## src/pgo_pkg.sv

```systemverilog
// Constants and state type for the power-good output configuration block
// What this block does
// - Config bit 7 picks output B mode: unusual conditions, or requested outputs invalid.
// - Config bit 3 picks output A mode: unusual conditions, or requested outputs invalid.
// - Config bit 6 makes output B follow live status or its latched fault flags.
// - Config bit 2 makes output A follow live status or its latched fault flags.
// - Config bit 4 sets output B polarity: 0 high when valid, 1 low.
// - Config bit 0 sets output A polarity: 0 high when valid, 1 low.
// - Config bit 1 picks output A push-pull or open-drain; config resets to 02h.
// - Source-select bit 7 delays output A going valid by 11 ms.
// - Source-select bits 6..0 mask a source at 0, let it act at 1.
// - Boost window code in bits 7-6 selects +/-2, 4, 6 or 8 percent.
// - Step-down one window code in bits 3-2 selects +/-30 to 90 mV.
// - Step-down zero window code in bits 1-0 uses the same encoding.
// - Config, source-select and window defaults, boost threshold included, load from programmable memory; the interrupt mask resets to 0.
// - A source that drove output A inactive latches a flag; W1C once valid again.
package pgo_pkg;

	// Register indexes; byte address is four times the index
	localparam logic [7:0] PGO_IDX_WIN     = 8'h16;
	localparam logic [7:0] PGO_IDX_CFG     = 8'h17;
	localparam logic [7:0] PGO_IDX_SEL_A   = 8'h18;
	localparam logic [7:0] PGO_IDX_FLT_A   = 8'h19;
	localparam logic [7:0] PGO_IDX_SEL_B   = 8'h1A;
	localparam logic [7:0] PGO_IDX_FLT_B   = 8'h1B;
	localparam logic [7:0] PGO_IDX_INT_ST  = 8'h20;
	localparam logic [7:0] PGO_IDX_INT_MSK = 8'h21;

	// Configuration register fields
	localparam int PGO_CFG_B_MODE = 7;
	localparam int PGO_CFG_B_GATE = 6;
	localparam int PGO_CFG_B_POL  = 4;
	localparam int PGO_CFG_A_MODE = 3;
	localparam int PGO_CFG_A_GATE = 2;
	localparam int PGO_CFG_A_OD   = 1;
	localparam int PGO_CFG_A_POL  = 0;

	// Source-select fields
	localparam int PGO_SEL_DELAY = 7;
	localparam int PGO_NSRC      = 7;

	// Window register fields
	localparam int PGO_WIN_BOOST_LSB = 6;
	localparam int PGO_WIN_BTHR_LSB  = 4;
	localparam int PGO_WIN_SD1_LSB   = 2;
	localparam int PGO_WIN_SD0_LSB   = 0;

	// Reset values before the programmable defaults are copied in
	localparam logic [7:0] PGO_CFG_RST = 8'h02;
	localparam logic [7:0] PGO_SEL_RST = 8'h00;
	localparam logic [7:0] PGO_WIN_RST = 8'h00;
	localparam logic [7:0] PGO_CFG_MASK = 8'hDF;

	// Rise delay timing
	localparam int PGO_CLK_HZ       = 100_000_000;
	localparam int PGO_RISE_DLY_MS  = 11;
	localparam int PGO_RISE_DLY_CYC = PGO_RISE_DLY_MS * (PGO_CLK_HZ / 1000);
	localparam int PGO_DLY_W        = 21;

	typedef struct packed {
		logic [7:0]          cfg;
		logic [7:0]          sel_a;
		logic [7:0]          sel_b;
		logic [7:0]          win;
		logic [6:0]          flt_a;
		logic [6:0]          flt_b;
		logic [1:0]          int_st;
		logic [1:0]          int_msk;
		logic                ack;
		logic [31:0]         rdat;
		logic [6:0]          s1;
		logic [6:0]          s2;
		logic [6:0]          s3;
		logic [6:0]          vld;
		logic [PGO_DLY_W-1:0] dly;
		logic                a_lvl;
		logic                a_oe;
		logic                b_lvl;
		logic                irq;
		logic                otp_pend;
	} pgo_state_t;

endpackage

```

## src/pgo_output_cfg.sv

```systemverilog
// Power-good output shaping, fault latches and Wishbone register bank
`timescale 1ns/1ps
module pgo_output_cfg
	import pgo_pkg::*;
#(
	parameter int RISE_DLY_CYC = PGO_RISE_DLY_CYC
) (
	// Clock and reset
	input  wire logic        clk_i,
	input  wire logic        rst_i,
	// Wishbone slave
	input  wire logic        cyc_i,
	input  wire logic        stb_i,
	input  wire logic        we_i,
	input  wire logic [9:0]  adr_i,
	input  wire logic [3:0]  sel_i,
	input  wire logic [31:0] dat_i,
	output logic      [31:0] dat_o,
	output logic             ack_o,
	// Programmable-memory defaults
	input  wire logic [7:0]  otp_cfg_i,
	input  wire logic [7:0]  otp_sel_a_i,
	input  wire logic [7:0]  otp_sel_b_i,
	input  wire logic [7:0]  otp_win_i,
	// Monitored sources, bit 6 thermal warning down to bit 0 step-down zero
	input  wire logic [6:0]  src_valid_i,
	input  wire logic [6:0]  src_active_i,
	// Window codes to the comparators
	output logic      [1:0]  stepup_window_code_o,
	output logic      [1:0]  stepup_threshold_code_o,
	output logic      [1:0]  stepdown_one_window_code_o,
	output logic      [1:0]  stepdown_zero_window_code_o,
	// Power-good pins
	output logic             powergood_out_a_o,
	output logic             powergood_out_a_oe_o,
	output logic             powergood_out_b_o,
	// Interrupt
	output logic             irq_o
);

	pgo_state_t r;
	pgo_state_t n;

	// Sources that make an output invalid; mode selects what counts
	function automatic logic [6:0] pgo_bad(
		input logic [7:0] sel,
		input logic [6:0] vld,
		input logic [6:0] act,
		input logic       mode
	);
		logic [6:0] b;
		if (mode) begin
			// Requested outputs: not running or out of window both count
			b = ~(vld & act);
		end else begin
			// Unusual conditions: only a running source leaving its window
			b = act & ~vld;
		end
		return sel[6:0] & b;
	endfunction

	// Pin level from validity and polarity
	function automatic logic pgo_level(
		input logic valid,
		input logic pol
	);
		return valid ^ pol;
	endfunction

	logic [7:0]  idx;
	logic        req;
	logic        wr;
	logic [7:0]  wb;
	logic [6:0]  bad_a;
	logic [6:0]  bad_b;
	logic [6:0]  clr_a;
	logic [6:0]  clr_b;
	logic [1:0]  ev;
	logic [1:0]  clr_int;
	logic        live_a;
	logic        live_b;
	logic        ready_a;
	logic        dly_done;
	logic [31:0] rd;

	always_comb begin
		n = r;
		idx = adr_i[9:2];
		req = cyc_i & stb_i & ~r.ack;
		wr = req & we_i & sel_i[0];
		wb = dat_i[7:0];

		// Three-stage synchroniser; a change counts once stages two and three agree
		n.s1 = src_valid_i;
		n.s2 = r.s1;
		n.s3 = r.s2;
		n.vld = (r.s3 & ~(r.s2 ^ r.s3)) | (r.vld & (r.s2 ^ r.s3));

		// Unmasked running sources that are out of window, or in requested-outputs mode any unmasked source out of window or not running
		bad_a = pgo_bad(r.sel_a, r.vld, src_active_i,
			r.cfg[PGO_CFG_A_MODE]);
		bad_b = pgo_bad(r.sel_b, r.vld, src_active_i,
			r.cfg[PGO_CFG_B_MODE]);

		// Write-one clears only for sources valid again; a new fault wins
		clr_a = '0;
		clr_b = '0;
		clr_int = '0;
		if (wr && idx == PGO_IDX_FLT_A) begin
			clr_a = wb[6:0] & ~bad_a;
		end
		if (wr && idx == PGO_IDX_FLT_B) begin
			clr_b = wb[6:0] & ~bad_b;
		end
		if (wr && idx == PGO_IDX_INT_ST) begin
			clr_int = wb[1:0];
		end
		n.flt_a = (r.flt_a & ~clr_a) | bad_a;
		n.flt_b = (r.flt_b & ~clr_b) | bad_b;

		// Interrupt events: a fault flag newly latched
		ev = {|(bad_b & ~r.flt_b), |(bad_a & ~r.flt_a)};
		n.int_st = (r.int_st & ~clr_int) | ev;
		n.irq = |(r.int_st & r.int_msk);

		// Live status or latched flags
		if (r.cfg[PGO_CFG_A_GATE]) begin
			live_a = ~|r.flt_a;
		end else begin
			live_a = ~|bad_a;
		end
		if (r.cfg[PGO_CFG_B_GATE]) begin
			live_b = ~|r.flt_b;
		end else begin
			live_b = ~|bad_b;
		end

		// Going invalid is immediate; going valid may wait for the delay
		dly_done = (r.dly == RISE_DLY_CYC[PGO_DLY_W-1:0]);
		if (!live_a) begin
			n.dly = '0;
		end else if (!dly_done) begin
			n.dly = r.dly + 1'b1;
		end
		ready_a = live_a & (~r.sel_a[PGO_SEL_DELAY] | dly_done);

		// Pin drive: open drain only pulls low, push-pull always drives
		n.a_lvl = pgo_level(ready_a, r.cfg[PGO_CFG_A_POL]);
		n.a_oe = r.cfg[PGO_CFG_A_OD] ?
			~n.a_lvl : 1'b1;
		n.b_lvl = pgo_level(live_b, r.cfg[PGO_CFG_B_POL]);

		// Read mux; unmapped addresses read zero
		rd = '0;
		unique case (idx)
			PGO_IDX_WIN:     rd[7:0] = r.win;
			PGO_IDX_CFG:     rd[7:0] = r.cfg;
			PGO_IDX_SEL_A:   rd[7:0] = r.sel_a;
			PGO_IDX_FLT_A:   rd[6:0] = r.flt_a;
			PGO_IDX_SEL_B:   rd[7:0] = r.sel_b;
			PGO_IDX_FLT_B:   rd[6:0] = r.flt_b;
			PGO_IDX_INT_ST:  rd[1:0] = r.int_st;
			PGO_IDX_INT_MSK: rd[1:0] = r.int_msk;
			default:         rd = '0;
		endcase

		// Registered ack, one request per two cycles at most
		n.ack = req;
		if (req) begin
			n.rdat = rd;
		end
		if (wr) begin
			unique case (idx)
				PGO_IDX_WIN:     n.win = wb;
				PGO_IDX_CFG:     n.cfg = wb & PGO_CFG_MASK;
				PGO_IDX_SEL_A:   n.sel_a = wb;
				PGO_IDX_SEL_B:   n.sel_b = wb;
				PGO_IDX_INT_MSK: n.int_msk = wb[1:0];
				default:         n.win = r.win;
			endcase
		end

		// Defaults arrive from programmable memory the cycle after reset
		if (r.otp_pend) begin
			n.cfg = otp_cfg_i & PGO_CFG_MASK;
			n.sel_a = otp_sel_a_i;
			n.sel_b = otp_sel_b_i;
			n.win = otp_win_i;
			n.otp_pend = 1'b0;
		end
	end

	always_ff @(posedge clk_i) begin
		if (rst_i) begin
			r <= '0;
			r.cfg <= PGO_CFG_RST;
			r.sel_a <= PGO_SEL_RST;
			r.sel_b <= PGO_SEL_RST;
			r.win <= PGO_WIN_RST;
			r.otp_pend <= 1'b1;
		end else begin
			r <= n;
		end
	end

	// Outputs straight from the state register
	assign dat_o = r.rdat;
	assign ack_o = r.ack;
	assign stepup_window_code_o = r.win[PGO_WIN_BOOST_LSB +: 2];
	assign stepup_threshold_code_o = r.win[PGO_WIN_BTHR_LSB +: 2];
	assign stepdown_one_window_code_o = r.win[PGO_WIN_SD1_LSB +: 2];
	assign stepdown_zero_window_code_o = r.win[PGO_WIN_SD0_LSB +: 2];
	assign powergood_out_a_o = r.a_lvl;
	assign powergood_out_a_oe_o = r.a_oe;
	assign powergood_out_b_o = r.b_lvl;
	assign irq_o = r.irq;

endmodule

```

## config.mk

```make
export PLATFORM = sky130hd
export DESIGN_NAME = pgo_output_cfg
export DESIGN_NICKNAME = d
export VERILOG_FILES = /design/src/pgo_pkg.sv /design/src/pgo_output_cfg.sv
export SDC_FILE = /design/constraint.sdc
export NUM_CORES = 1
export LEC_CHECK = 0
export BUFFER_PORTS_ARGS = -buffer_cell sky130_fd_sc_hd__buf_2
export CORE_MARGIN = 1.5
export CORE_UTILIZATION = 57
export CTS_CLUSTER_SIZE = 12
export DETAILED_ROUTE_END_ITERATION = 8
export PLACE_DENSITY_LB_ADDON = 0.2
export SLEW_MARGIN = 20
export SYNTH_ARGS = -nofsm -noshare
export SYNTH_HDL_FRONTEND = slang
export SYNTH_SLANG_ARGS = --single-unit
```

## constraint.sdc

```tcl
create_clock -name clk_i -period 4.05 [get_ports clk_i]
set_input_delay 0.405 -clock clk_i [delete_from_list [all_inputs] [get_ports clk_i]]
set_output_delay 0.405 -clock clk_i [all_outputs]
set_load 0.05 [all_outputs]
```

## Yosys cells after proc, flatten, opt, wreduce, memory -nomap -nowiden

Index checks and enable logic that the tools add are counted.

- Logic and storage cells: 114
- Bits of input ports: 97
- Flip-flop bits (word level): 112
- Output and inout bits: 45

- Equal/unequal tests: 9
- Multiplexer cells: 18
- Bitwise gates (word level): 41
- Add/subtract/negate cells: 1
- Reduce and logical (&&, ||, !) cells: 25

Operators with widths:

| cell | number |
|---|---|
| AND 7 bit | 12 |
| two-way mux 32 bit | 2 |
| NOT 7 bit | 9 |
| equality test 8 x 5 -> 1 bit (second input constant) | 6 |
| OR reduction 7 bit | 6 |
| two-way mux 8 bit | 4 |
| case mux 5 bit (6 select lines) | 1 |
| two-way mux 7 bit | 4 |
| adder 21 x 1 -> 21 bit (second input constant) | 1 |
| equality test 21 bit (second input constant) | 1 |
| OR 7 bit | 3 |
| equality test 8 x 6 -> 1 bit (second input constant) | 2 |
| case mux 2 bit (8 select lines) | 1 |
| AND reduction 2 bit | 5 |
| nonzero test 2 bit | 5 |
| XOR 7 bit | 1 |
| AND 1 bit | 5 |
| AND 2 bit | 2 |
| logical NOT 1 bit | 4 |
| two-way mux 1 bit | 4 |
| NOT 1 bit | 4 |
| case mux 1 bit (4 select lines) | 1 |
| OR reduction 2 bit | 2 |
| logical AND 1 bit | 3 |
| other kinds (5) | 6 |

## Longest topological paths before layout

- Depth after elaboration: 11
- Depth in mapped cells: 9
- Depth with buffers taken out: 8

## Worst setup path after synthesis

No wires, ideal clock.

- Path type: register to register
- Start point: register r, in the netlist ack_o
- End point: register r[130] (netlist bit)
- Buffers on the path: 3
- Period minus slack after synthesis: 2.208 ns
- Stages on the path, launching flop included: 10
- Data required time: 3.933 ns
- Setup time: 0.117 ns
- Path slack: 1.842 ns
- Arrival: 2.091 ns
- Cell sequence: dfxtp_1 > and3b_1 > clkbuf_1 > and3_1 > buf_2 > and3_1 > buf_6 > mux2_1 > mux2i_1 > nand2b_1

- Word-level cells in the longest chain between the ends: 6

RTL lines:

| item | RTL line | RTL |
|---|---|---|
| start: declaration | pgo_output_cfg.sv:41 | `pgo_state_t r;` |
| start signal: assignment | pgo_output_cfg.sv:202 | `r <= n;` |
| NOT 1 bit | pgo_output_cfg.sv:89 | `req = cyc_i & stb_i & ~r.ack;` |
| AND 1 bit | pgo_output_cfg.sv:89 |  |
| AND 1 bit (2 in a row) | pgo_output_cfg.sv:90 | `wr = req & we_i & sel_i[0];` |
| nonzero test 2 bit (no line) | -- |  |
| AND reduction 2 bit (no line) | -- |  |

Every way passes these cells.
A chain may end at the register's enable or synchronous reset.

## Final worst setup path

Same ends and word-level chain as after synthesis.

==> results.toml <==
[power]
power_mw = 2.20
clock_power_share_pct = 30.2
sequentialPowerShare_pct = 54.4
p_leak_nw = 2.35
p_int_mw = 1.51
p_sw_uw = 690
p_per_area_mw_per_mm2 = 378
p_sw_share_pct = 31.4
irDropWorstVdd_mv = 0.223
p_comb_share_pct = 15.4

[drt]
drt_drc_violations_left = 0
antenna_left = 0
num_vias = 4495
routed_via_density = 5.70
avgRoutedWirePerCell_um = 16.1
detail_route.wirelength_mm = 12.7
drt_iter0_markers = 354
first_pass_iters = 6

[cells_and_area]
layout-drive-gt1-share_pct = 18.7
final_core_util_pct = 63.3
fin_cells = 789
syn2layout_area_growth_pct = 8.04
antennaDiodeCount = 0
fillers = 829
final_nets = 772

[placement]
gp_congestion = 0.940
placed_cells = 773
dpl.hpwl_mm = 9.32
port-buffer-count = 87

[clock_network]
clock_tree.root_cell = "clkbuf_8"
postCtsHoldBufs = 0
cts-resized-gates = 0
clockBufferDepth = 2
clock-sinks = 112
clk_pin_slew_ns = 0.12
insertion_delay_ns = 0.38
numCtsBuffers = 9
htreeDepth = 3
cts_setup_buffers = 0
cts_tree = "built"

[timing]
finalSetupViolCount = 0
slew_violations = 0
tns_ns = 0
tightest_slew_ns = 0.968
slew_headroom_pct = 35.3
hold_viol_final = 0
fin_crit_sh_pct = 67.0
rsz0062_at_grt = "no"
finClkSkew_ns = 0.0163
max_freq_mhz = 369
min_period_ns = 2.71

[min_path]
min_path_type = "input pin to flop"

[grt]
overflow = 0
grtUsageTotal_pct = 25.9
grt_pass1_vias = 4125
grt_max_degree = 62
grt_pass1_wl_mm = 20.3
grt_antenna_before_repair = 0

[flow_run]
cap_violations = 0

[synthesis]
synth.cell_area_mm2 = 0.00539
synth_cells = 621
synthDistinctLibCells = 54
ys_ff_latch = 112
synth_edf_count = 0
postSynthAreaPerCell_um2 = 8.67
async_flop_share_pct = 0
synth-main-ff-cell = "dfxtp_1"
yosysSeqAreaShare_pct = 41.6
yosys_warnings = 0

[floorplan]
io_pins = 142
core_area_mm2 = 0.00920
dieWidth_um = 100
initial_core_util_pct = 58.6
dieArea_mm2 = 0.0100
rows = 35
die_h_um = 100

[run_status]
status = "finished clean"

[worst_setup_path]
start_kind = "flop"
end_kind = "flop"
arrival_ns = 2.98
cp.required_ns = 4.32
path_max_fanout = 16
worst-setup-path-type = "flop to flop"
-- power groups by stage --
stage / registers, mW / clock network (mW) / logic, mW
2_1_floorplan: 1.22 / 0 / 0.265
3_3_place_gp: 1.22 / 0 / 0.330
3_5_place_dp: 1.22 / 0 / 0.336
4_1_cts: 1.20 / 0.674 / 0.337
5_1_grt: 1.20 / 0.731 / 0.365
6_report: 1.20 / 0.665 / 0.338
-- state kept, by name, summed over array words and instances, names as in the netlist, named ones only --
name                         cells
n                               14
ack_o                            1
powergood_out_a_oe_o             1
dat_o                            8
stepup_threshold_code_o          2
powergood_out_a_o                1
stepdown_one_window_code_o       2
r                               70
powergood_out_b_o                1
irq_o                            1
stepdown_zero_window_code_o      2
stepup_window_code_o             2
-- critical path: stages (launching register included) --
cell	delay [ns]
dfxtp_1	0.33
and3b_1	0.50
and3_1	0.68
and3_1	0.53
mux2_1	0.36
mux2i_1	0.13
nand2b_1	0.08
-- cell usage after synthesis, drive strengths merged, types with 2 or more instances --
library cell  number  area, µm²
a21oi             33        165
nand2b             6       37.5
dfxtp            112       2240
a22oi              9       67.6
mux2               9        101
a311oi             8       70.1
nor2b             44        275
or4b               3       30.0
nand3             21        118
a31oi              3       18.8
nand3b             2       15.0
buf               48        355
o22ai              5       31.3
nor4b              3       26.3
inv                8       30.0
xor2              11       96.3
mux4               5        113
nor3               7       45.0
a22o               3       26.3
clkbuf            22       82.6
and4               2       17.5
mux2i             19        190
xnor2              9       78.8
nand2             57        214
nor2              89        367
nor4               6       37.5
o21ai             26        130
ha                 2       25.0
and3               5       31.3
a211oi            28        210
nand4              4       40.0
-- cell usage in the layout, fill, tap and decap left out, drive strengths merged, types with 3 or more instances in the layout --
cell / netlist / layout
a211oi: 28 / 28
a21oi: 33 / 33
a22o: 3 / 3
a22oi: 9 / 9
a311oi: 8 / 8
a31oi: 3 / 3
and3: 5 / 5
buf: 48 / 88
clkbuf: 22 / 9
conb: 1 / 24
dfxtp: 112 / 112
inv: 8 / 13
mux2: 9 / 9
mux2i: 19 / 19
mux4: 5 / 5
nand2: 57 / 57
nand2b: 6 / 6
nand3: 21 / 21
nand4: 4 / 4
nor2: 89 / 89
nor2b: 44 / 44
nor3: 7 / 7
nor4: 6 / 6
nor4b: 3 / 3
o21ai: 26 / 26
o22ai: 5 / 5
or4b: 3 / 3
xnor2: 9 / 9
xor2: 11 / 11
-- area by class of cell --
| cell class | count | area (µm²) | share of cell area [%] |
|---|---|---|---|
| tap | 111 | 139 | 2.39 |
| sequential | 112 | 2240 | 38.5 |
| clock inverter | 7 | 78.8 | 1.35 |
| multi-input combinational | 454 | 2760 | 47.5 |
| timing repair buffer | 88 | 443 | 7.61 |
| clock buffer | 9 | 124 | 2.13 |
| inverter | 8 | 30.0 | 0.516 |
-- logic make-up (layout without fill, tap and decap cells) --
kind of cell / count (synthesis) / count (layout) / share of synthesized area, %
AND/OR/NAND/NOR: 254 / 254 / 24.0
AO/OA/AOI/OAI: 121 / 121 / 14.3
flip-flops: 112 / 112 / 41.6
buffers and inverters: 78 / 112 / 8.69
multiplexers: 33 / 33 / 7.50
XOR/XNOR: 20 / 20 / 3.25
adder cells (fa/ha/maj): 2 / 2 / 0.465
other: 1 / 24 / 0.0696
-- final timing paths --
path                                        from             endpoint  slack [ns]  depth (start not counted)
worst max register to register  ack_o$_SDFF_PP0_  r[130]$_SDFFE_PP1P_        1.34                          6
worst min register to register  n[43]$_SDFF_PP0_     n[36]$_SDFF_PP0_        0.45                          1
worst min-delay path              src_valid_i[4]     n[44]$_SDFF_PP0_        0.23                          2
worst max-delay path            ack_o$_SDFF_PP0_  r[130]$_SDFFE_PP1P_        1.34                          6
-- metal layers --
metal	track usage [%]	part of all wire, %
met1	35.4	45
met2	42.0	47
met3	4.60	7.0
met4	7.69	1.6
met5	0	0
-- stage by stage --
step	worst slack, ns	cell area, µm²	hold WS [ns]
floorplan	1.84	5470	0.414
global placement	1.30	5620	0.417
detailed placement	1.25	5620	0.423
CTS	1.35	5820	0.225
global route	1.18	5820	0.225
finish	1.34	5820	0.233
Note: power is estimated with default switching activity, not from simulation.
